<file path="config.mk">
export PLATFORM = sky130hd
export DESIGN_NAME = sarrd_top
export DESIGN_NICKNAME = d
export VERILOG_FILES = /design/src/common/sarrd_pkg.sv /design/src/hw/sarrd_edge.sv /design/src/hw/sarrd_top.sv
export SDC_FILE = /design/constraint.sdc
export NUM_CORES = 1
export LEC_CHECK = 0
export BUFFER_PORTS_ARGS = -buffer_cell sky130_fd_sc_hd__buf_2
export CAP_MARGIN = 20
export CORE_MARGIN = 2
export CORE_UTILIZATION = 59
export DETAILED_ROUTE_END_ITERATION = 10
export GPL_ROUTABILITY_DRIVEN = 0
export PLACE_DENSITY = 0.88
export SYNTH_ARGS = -nofsm -noshare
export SYNTH_HDL_FRONTEND = slang
export SYNTH_SLANG_ARGS = --single-unit
</file>
<file path="constraint.sdc">
create_clock -name mclk -period 6 [get_ports mclk]
set_clock_uncertainty 0.15 [all_clocks]
set_input_delay 1.5 -clock mclk [delete_from_list [all_inputs] [get_ports mclk]]
set_output_delay 1.5 -clock mclk [all_outputs]
set_load 0.05 [all_outputs]
</file>
<file path="src/common/sarrd_pkg.sv">
// package: constants and carrier types for the serial sar adc readout block
package sarrd_pkg;
  // ---------------------------------------------------------------
  // frame and result layout
  // ---------------------------------------------------------------
  localparam int RESULT_BITS = 14;
  localparam int LAST_EDGE = 16;
  localparam int MIN_VALID_EDGE = 14;
  localparam int NAP_PULSES = 2;
  localparam int SLEEP_PULSES = 4;
  localparam logic [4:0] EDGE_CNT_RESET = 5'h00;
  localparam logic [13:0] RESULT_RESET = 14'h0000;
  // ---------------------------------------------------------------
  // timing, in ns, and derived cycle counts at 100 mhz
  // ---------------------------------------------------------------
  localparam int CLK_PERIOD_NS = 10;
  localparam int SELECT_RELEASE_AFTER_EDGE_TIME_NS = 5;
  localparam int NAP_WAKE_TIME_NS = 50;
  localparam int SLEEP_WAKE_TIME_NS = 1100000;
  localparam int NAP_WAKE_CYCLES = NAP_WAKE_TIME_NS / CLK_PERIOD_NS;
  localparam int SLEEP_WAKE_CYCLES = SLEEP_WAKE_TIME_NS / CLK_PERIOD_NS;

  typedef enum logic [1:0] {PWR_ACTIVE, PWR_NAP, PWR_SLEEP} sarrd_power_type;

  // pin view after synchronisation and edge finding
  typedef struct packed {
    logic sel_fall;
    logic sel_rise;
    logic sel_high;
    logic sck_fall;
    logic sck_rise;
    logic sck_level;
  } sarrd_pins_type;
endpackage

</file>
<file path="src/hw/sarrd_edge.sv">
// module: two-flop synchroniser with edge finder for one pin
`timescale 1ns/1ns
module sarrd_edge (
  input wire logic mclk, // system clock
  input wire logic rstn, // async reset, active low
  input wire logic pin_in, // raw asynchronous pin
  output logic level, // synchronised level
  output logic rise, // one-cycle pulse on rising edge
  output logic fall // one-cycle pulse on falling edge
);
  logic meta_reg, meta_next;
  logic sync_reg, sync_next;
  logic last_reg, last_next;
  // ---------------------------------------------------------------
  // next values; the first flop feeds only the second
  // ---------------------------------------------------------------
  always_comb begin
    meta_next = pin_in;
    sync_next = meta_reg;
    last_next = sync_reg;
  end
  // resets to high so an idle-high select gives no false edge
  always_ff @(posedge mclk or negedge rstn) begin
    if (!rstn) begin
      meta_reg <= 1'b1;
      sync_reg <= 1'b1;
      last_reg <= 1'b1;
    end else begin
      meta_reg <= meta_next;
      sync_reg <= sync_next;
      last_reg <= last_next;
    end
  end
  assign level = sync_reg;
  assign rise = sync_reg & ~last_reg;
  assign fall = ~sync_reg & last_reg;
endmodule

</file>
<file path="src/hw/sarrd_top.sv">
// module: serial conversion and readout logic of a sampling sar adc
//
// Summary of operation
// result shifts out msb first to lsb
// frame shows previous frame's conversion result
// each sck fall advances conversion one step
// output bit changes only on sck fall
// works with burst or continuous sck
// select fall starts conversion, opens frame
// select high puts sample-hold into tracking
// output tristate while select high
// output released after sixteenth sck fall
// host keeps select low past fourteenth fall
// host meets acquisition and conversion times
// host keeps select high pulse wide enough
// host waits after nap wake
// host waits after sleep wake
// one or two leading zeros by idle level
// fourteen data bits then trailing zeros
// two select pulses nap, four sleep
// one sck pulse wakes device
// edge counter cleared at select fall
`timescale 1ns/1ns
module sarrd_top
  import sarrd_pkg::*;
#(
  parameter int WIDTH = RESULT_BITS, // result width
  parameter int SLEEP_WAKE = SLEEP_WAKE_CYCLES // sleep recovery in cycles
) (
  input wire logic mclk, // system clock, 100 mhz
  input wire logic rstn, // async reset, active low
  input wire logic frame_select_n, // frame select pin, active low
  input wire logic shift_clock_in, // shift clock pin
  input wire logic [WIDTH-1:0] sample_code, // comparator-side code of sampled input
  output logic serial_result_out_o, // serial data output value
  output logic serial_result_out_oe, // serial data output enable
  output logic tracking, // sample-and-hold in tracking mode
  output logic [WIDTH-1:0] conv_result, // last completed conversion
  output logic conv_valid, // one-cycle pulse when conversion completes
  output logic nap_mode, // device in nap
  output logic sleep_mode, // device in sleep
  output logic ready // converter usable (wake times elapsed)
);
  // elaboration checks: the frame word has room for at most fourteen result bits
  if (WIDTH < 1 || WIDTH > RESULT_BITS) begin : g_bad_width
    $error("width must be 1 to 14");
  end
  if (SLEEP_WAKE < 1) begin : g_bad_wake
    $error("sleep wake count must be positive");
  end

  // ---------------------------------------------------------------
  // pin synchronisers
  // ---------------------------------------------------------------
  sarrd_pins_type pins;
  sarrd_edge u_sel (
    .mclk(mclk),
    .rstn(rstn),
    .pin_in(frame_select_n),
    .level(pins.sel_high),
    .rise(pins.sel_rise),
    .fall(pins.sel_fall)
  );
  sarrd_edge u_sck (
    .mclk(mclk),
    .rstn(rstn),
    .pin_in(shift_clock_in),
    .level(pins.sck_level),
    .rise(pins.sck_rise),
    .fall(pins.sck_fall)
  );

  // ---------------------------------------------------------------
  // frame state
  // ---------------------------------------------------------------
  logic [4:0] edge_cnt_reg, edge_cnt_next;
  logic [15:0] shift_reg, shift_next;
  logic [WIDTH-1:0] sar_reg, sar_next;
  logic [WIDTH-1:0] result_reg, result_next;
  logic sck_idle_reg, sck_idle_next;
  logic sdo_reg, sdo_next;
  logic oe_reg, oe_next;
  logic in_frame_reg, in_frame_next;
  logic valid_reg, valid_next;
  logic [WIDTH-1:0] trial;
  logic [WIDTH-1:0] step_bit;
  logic [15:0] load_word;

  // current sar bit under test, msb first
  always_comb begin
    step_bit = '0;
    // one trial per fall from the first, so every bit is settled by the fourteenth
    if (edge_cnt_reg < 5'(WIDTH)) begin
      step_bit[WIDTH - 1 - int'(edge_cnt_reg)] = 1'b1;
    end
    trial = sar_reg | step_bit;
  end

  // frame word: leading zeros then result then trailing zeros
  always_comb begin
    load_word = '0;
    // sck high when select was last seen high gives two leading zeros, low gives one
    if (sck_idle_reg) begin
      load_word[15-2 -: WIDTH] = result_reg;
    end else begin
      load_word[15-1 -: WIDTH] = result_reg;
    end
  end

  always_comb begin
    edge_cnt_next = edge_cnt_reg;
    shift_next = shift_reg;
    sar_next = sar_reg;
    result_next = result_reg;
    sck_idle_next = sck_idle_reg;
    sdo_next = sdo_reg;
    oe_next = oe_reg;
    in_frame_next = in_frame_reg;
    valid_next = 1'b0;
    if (pins.sel_high) begin
      sck_idle_next = pins.sck_level; // idle level seen during acquisition
    end
    if (pins.sel_fall && !nap_mode && !sleep_mode) begin
      // new frame: clear counter, load previous result, first leading zero
      edge_cnt_next = EDGE_CNT_RESET;
      shift_next = {load_word[14:0], 1'b0};
      sdo_next = load_word[15];
      oe_next = 1'b1;
      in_frame_next = 1'b1;
      sar_next = '0;
    end else if (pins.sel_rise) begin
      // select high aborts any unfinished conversion, data is lost
      oe_next = 1'b0;
      in_frame_next = 1'b0;
      sdo_next = 1'b0;
    end else if (in_frame_reg && pins.sck_fall) begin
      // the counter saturates so long bursts keep giving zeros
      if (edge_cnt_reg != 5'd31) begin
        edge_cnt_next = edge_cnt_reg + 5'd1;
      end
      sdo_next = shift_reg[15];
      shift_next = {shift_reg[14:0], 1'b0};
      if (step_bit != '0) begin
        // trial bit kept when comparator code says so
        sar_next = (sample_code >= trial) ? trial : sar_reg;
      end
      if (edge_cnt_reg == 5'(MIN_VALID_EDGE - 1)) begin
        // fourteenth fall completes the conversion
        result_next = (sample_code >= trial) ? trial : sar_reg;
        valid_next = 1'b1;
      end
      if (edge_cnt_reg == 5'(LAST_EDGE - 1)) begin
        oe_next = 1'b0;
      end
    end
  end

  always_ff @(posedge mclk or negedge rstn) begin
    if (!rstn) begin
      edge_cnt_reg <= EDGE_CNT_RESET;
      shift_reg <= 16'h0000;
      sar_reg <= '0;
      result_reg <= '0;
      sck_idle_reg <= 1'b1;
      sdo_reg <= 1'b0;
      oe_reg <= 1'b0;
      in_frame_reg <= 1'b0;
      valid_reg <= 1'b0;
    end else begin
      edge_cnt_reg <= edge_cnt_next;
      shift_reg <= shift_next;
      sar_reg <= sar_next;
      result_reg <= result_next;
      sck_idle_reg <= sck_idle_next;
      sdo_reg <= sdo_next;
      oe_reg <= oe_next;
      in_frame_reg <= in_frame_next;
      valid_reg <= valid_next;
    end
  end

  // ---------------------------------------------------------------
  // nap and sleep control
  // ---------------------------------------------------------------
  sarrd_power_type pwr_reg, pwr_next;
  logic [2:0] pulse_cnt_reg, pulse_cnt_next;
  logic [31:0] wake_cnt_reg, wake_cnt_next;
  logic track_reg, track_next;
  logic moved_reg, moved_next;

  // select pulses with sck static count toward power-down; any sck edge resets while active, only an sck rise once in nap or sleep
  always_comb begin
    pwr_next = pwr_reg;
    pulse_cnt_next = pulse_cnt_reg;
    wake_cnt_next = wake_cnt_reg;
    moved_next = moved_reg;
    track_next = pins.sel_high;
    // note any shift clock edge since the last select fall
    if (pins.sel_fall) begin
      moved_next = pins.sck_fall | pins.sck_rise;
    end else if (pins.sck_fall || pins.sck_rise) begin
      moved_next = 1'b1;
    end
    if (wake_cnt_reg != 32'd0) begin
      wake_cnt_next = wake_cnt_reg - 32'd1;
    end
    if (pwr_reg != PWR_ACTIVE) begin
      track_next = 1'b0;
      if (pins.sck_rise) begin
        // one sck pulse wakes from either mode
        pwr_next = PWR_ACTIVE;
        pulse_cnt_next = 3'd0;
        wake_cnt_next = (pwr_reg == PWR_SLEEP) ? 32'(SLEEP_WAKE)
                                               : 32'(NAP_WAKE_CYCLES);
      end else if (pins.sel_rise && pulse_cnt_reg < 3'(SLEEP_PULSES)) begin
        pulse_cnt_next = pulse_cnt_reg + 3'd1;
        if (pulse_cnt_reg + 3'd1 == 3'(SLEEP_PULSES)) begin
          pwr_next = PWR_SLEEP;
        end
      end
    end else if (pins.sck_fall || pins.sck_rise) begin
      pulse_cnt_next = 3'd0; // clocked frames never power down
    end else if (pins.sel_rise && moved_reg) begin
      // a frame that carried shift clock edges is no power-down pulse
      pulse_cnt_next = 3'd0;
    end else if (pins.sel_rise) begin
      pulse_cnt_next = pulse_cnt_reg + 3'd1;
      if (pulse_cnt_reg + 3'd1 == 3'(NAP_PULSES)) begin
        pwr_next = PWR_NAP;
      end
    end
  end

  always_ff @(posedge mclk or negedge rstn) begin
    if (!rstn) begin
      pwr_reg <= PWR_ACTIVE;
      pulse_cnt_reg <= 3'd0;
      wake_cnt_reg <= 32'd0;
      track_reg <= 1'b1;
      moved_reg <= 1'b0;
    end else begin
      pwr_reg <= pwr_next;
      pulse_cnt_reg <= pulse_cnt_next;
      wake_cnt_reg <= wake_cnt_next;
      track_reg <= track_next;
      moved_reg <= moved_next;
    end
  end

  // ---------------------------------------------------------------
  // outputs, all from flops
  // ---------------------------------------------------------------
  logic nap_reg, sleep_reg, ready_reg;
  always_ff @(posedge mclk or negedge rstn) begin
    if (!rstn) begin
      nap_reg <= 1'b0;
      sleep_reg <= 1'b0;
      ready_reg <= 1'b1;
    end else begin
      nap_reg <= (pwr_next == PWR_NAP);
      sleep_reg <= (pwr_next == PWR_SLEEP);
      ready_reg <= (pwr_next == PWR_ACTIVE) && (wake_cnt_next == 32'd0);
    end
  end
  assign nap_mode = nap_reg;
  assign sleep_mode = sleep_reg;
  assign ready = ready_reg;
  assign serial_result_out_o = sdo_reg;
  assign serial_result_out_oe = oe_reg;
  assign tracking = track_reg;
  assign conv_result = result_reg;
  assign conv_valid = valid_reg;
endmodule

</file>
==> metrics.cfg <==
[final_layout]
drive_above_1_share = 0.152
num-nets-final = 649
final_common_cell = dfrtp_1
layout_common_cells = dfrtp_1, nor2_1, nand2_1
synthToLayoutAreaGrowth_pct = 8.56
largest_reg_flops = 32
num_antenna_cells = 0

[routing]
route.detailed.drc = 0
via_per_inst = 6.34
dr_wl_met3_um = 665
wire_per_inst_um = 17.3
firstDrtPassIters = 5
drtIter0Drc = 363
drt_wl_total_mm = 12.4
wl_met2_mm = 6.14
vias = 4547
wirelength_met1_mm = 5.26
dr.max_layer_used = met4
drtAntennaViolNets = 0

[setup_path]
r2r.worst_path.cells = 17
cp_data_arrival_time_ns = 4.30
path_cells = ha_1, nor2_1, nand3_1, a21oi_1, nor2b_1, nand2_1, nand2b_1, ha_1, nand2b_1, a21o_1, a21o_1, a21o_1, a31oi_1, o311ai_1, buf_4, and2_1, a32o_1
r2r_start = edge_cnt_reg[1]
critical-path-max-stage-delay_ns = 0.59
critPathKind = reg2reg
rrSetupSlack_ns = 1.81
cp_num_buf_inv = 1
cp_max_fo = 11
critPathRequiredTime_ns = 6.11
r2r_end = sar_reg[9]
path_delay_family = simple AND/OR/NAND/NOR gates
slowest_stage = nor2b_1
startpoint_type = flop
crit_path_end_kind = flop
crit_top_cell = a21o_1

[clock_network]
worstSkewPairLatency_ns = 0.38
cts_setup_buffers = 0
cts-htree-levels = 3
cts_buffers = 9
ctsHoldBuffers = 0
cts_root_buf = clkbuf_8
post_cts_resized = 0
cts_tree = done
clockBufferDepth = 2
clk_pin_slew_ns = 0.10
cts.sinks = 101

[sta]
fin_ws_ns = 1.81
hold_violations = 0
rsz0062_at_grt = no
final_max_slew_viol_count = 0
setup_violations = 0
finalCritPeriodShare = 0.698
fin_crit_ns = 4.19
relSlewSlack = 0.350
tns_ns = 0
fmax_mhz = 239
tightest_slew_ns = 0.967

[min_path]
hold_end = u_sel.level
min_path_cells = 0
hp-class = reg2reg
hp-start = u_sel.meta_reg

[logic_synthesis]
ys_ff_latch = 101
synthCells = 572
avgSynthCellArea_um2 = 9.69
syn_area_um2 = 5540
ys_types = 57
yosys_warnings = 0
synth_nets = 620
yosysSeqAreaShare = 0.458
synth-main-ff-cell = dfrtp_1
synth-edff-count = 0
synth_async_sr_flop_share = 1.00

[global_route]
antenna_found_initial = 0
grt_util_all_layers = 0.254
grt_pass1_vias = 4439
grt_first_pass_wirelength_mm = 20.5
grt_max_degree = 57
grt_remaining_overflow = 0

[floorplanning]
die_h_um = 101
rows = 35
initial_core_util = 0.602
dieArea_um2 = 10200
io_pins = 39
coreArea_um2 = 9200
die_w_um = 101

[status]
status = completed

[power_and_ir_drop]
comb_power_share = 0.340
switching_share = 0.406
power_density_nw_per_um2 = 358
clkPwrFrac = 0.196
ir_drop_v = 0.000171
p_switching_w = 0.000873
p_int_w = 0.00128
p_leak_nw = 2.69
seqPwrFrac = 0.464

[job]
cap_viol_max_count = 0

[placement]
place_ws_ns = 1.90
dp_hpwl_mm = 8.88
portBuffers = 38

==> how the worst max path moves through the flow <==
stage | from | to | slack (ns) | depth (start not counted)
final | edge_cnt_reg[1] | sar_reg[9] | 1.81 | 17
after CTS | edge_cnt_reg[1] | sar_reg[6] | 1.87 | 17
after detailed placement | edge_cnt_reg[1] | sar_reg[5] | 1.90 | 17
after global routing | edge_cnt_reg[1] | sar_reg[9] | 1.51 | 17
after global placement | edge_cnt_reg[1] | sar_reg[10] | 2.10 | 17
after floorplan | edge_cnt_reg[1] | sar_reg[10] | 2.03 | 11
==> metal layers <==
metal / vias up / GRT usage
met5: - / 0
met4: 0 / 0.124
met3: 37 / 0.0368
met2: 186 / 0.416
met1: 2195 / 0.334
li1: 2129 / -
==> stage by stage <==
| stage | util | total power (W) | std cells | hold slack [ns] | area (um2) |
|---|---|---|---|---|---|
| 6_report | 0.654 | 0.00215 | 717 | 0.212 | 6010 |
| 2_1_floorplan | - | 0.00151 | 572 | 0.195 | 5540 |
| 4_1_cts | 0.653 | 0.00214 | 716 | 0.213 | 6010 |
| 3_3_place_gp | 0.633 | 0.00167 | 700 | 0.196 | 5820 |
| 5_1_grt | 0.654 | 0.00228 | 717 | 0.222 | 6010 |
| 3_5_place_dp | 0.633 | 0.00171 | 700 | 0.198 | 5820 |
==> power groups by stage <==
stage               Combinational (W)  Clock (W)  Sequential (W)
floorplan                    0.000550          0        0.000955
detailed placement           0.000713          0         0.00100
CTS                          0.000718   0.000428        0.000990
finish                       0.000731   0.000421        0.000998
global route                 0.000812   0.000456         0.00102
global placement             0.000680          0        0.000989
==> cell type report <==
| class | instances | area (um2) |
|---|---|---|
| sequential | 101 | 2540 |
| clock inverter | 6 | 53.8 |
| clock buffer | 10 | 138 |
| inverter | 14 | 52.6 |
| fill | 712 | 3180 |
| multi-input combinational | 430 | 2850 |
| tap | 111 | 139 |
| timing repair buffer | 45 | 243 |
==> cell usage after synthesis (5+ instances only) <==
| master | number | area share |
|---|---|---|
| dfrtp_1 | 92 | 0.42 |
| nor2_1 | 57 | 0.039 |
| nand2_1 | 53 | 0.036 |
| a21oi_1 | 52 | 0.047 |
| o21ai_0 | 34 | 0.031 |
| ha_1 | 30 | 0.068 |
| clkbuf_1 | 21 | 0.014 |
| nand3_1 | 16 | 0.014 |
| mux2i_1 | 15 | 0.027 |
| inv_1 | 14 | 0.0095 |
| nor3_1 | 14 | 0.013 |
| a31oi_1 | 13 | 0.015 |
| xnor2_1 | 13 | 0.021 |
| a32o_1 | 12 | 0.022 |
| xor2_1 | 12 | 0.019 |
| and2_1 | 10 | 0.011 |
| dfstp_2 | 9 | 0.043 |
| nor4_1 | 9 | 0.010 |
| mux2_2 | 7 | 0.014 |
| nand2b_1 | 7 | 0.0079 |
| nand4_1 | 7 | 0.0079 |
| nor2b_1 | 7 | 0.0079 |
| or3_1 | 5 | 0.0056 |
| or4_1 | 5 | 0.0068 |
==> cell families after synthesis <==
logic type / Yosys count / synth area share
XOR/XNOR: 25 / 0.0395
adder cells (fa/ha/maj): 30 / 0.0678
multiplexers: 22 / 0.0413
buffers and inverters: 41 / 0.0285
AND/OR/NAND/NOR: 215 / 0.207
AO/OA/AOI/OAI: 138 / 0.158
flip-flops: 101 / 0.458
No activity file was read; power rests on OpenSTA's default activity.
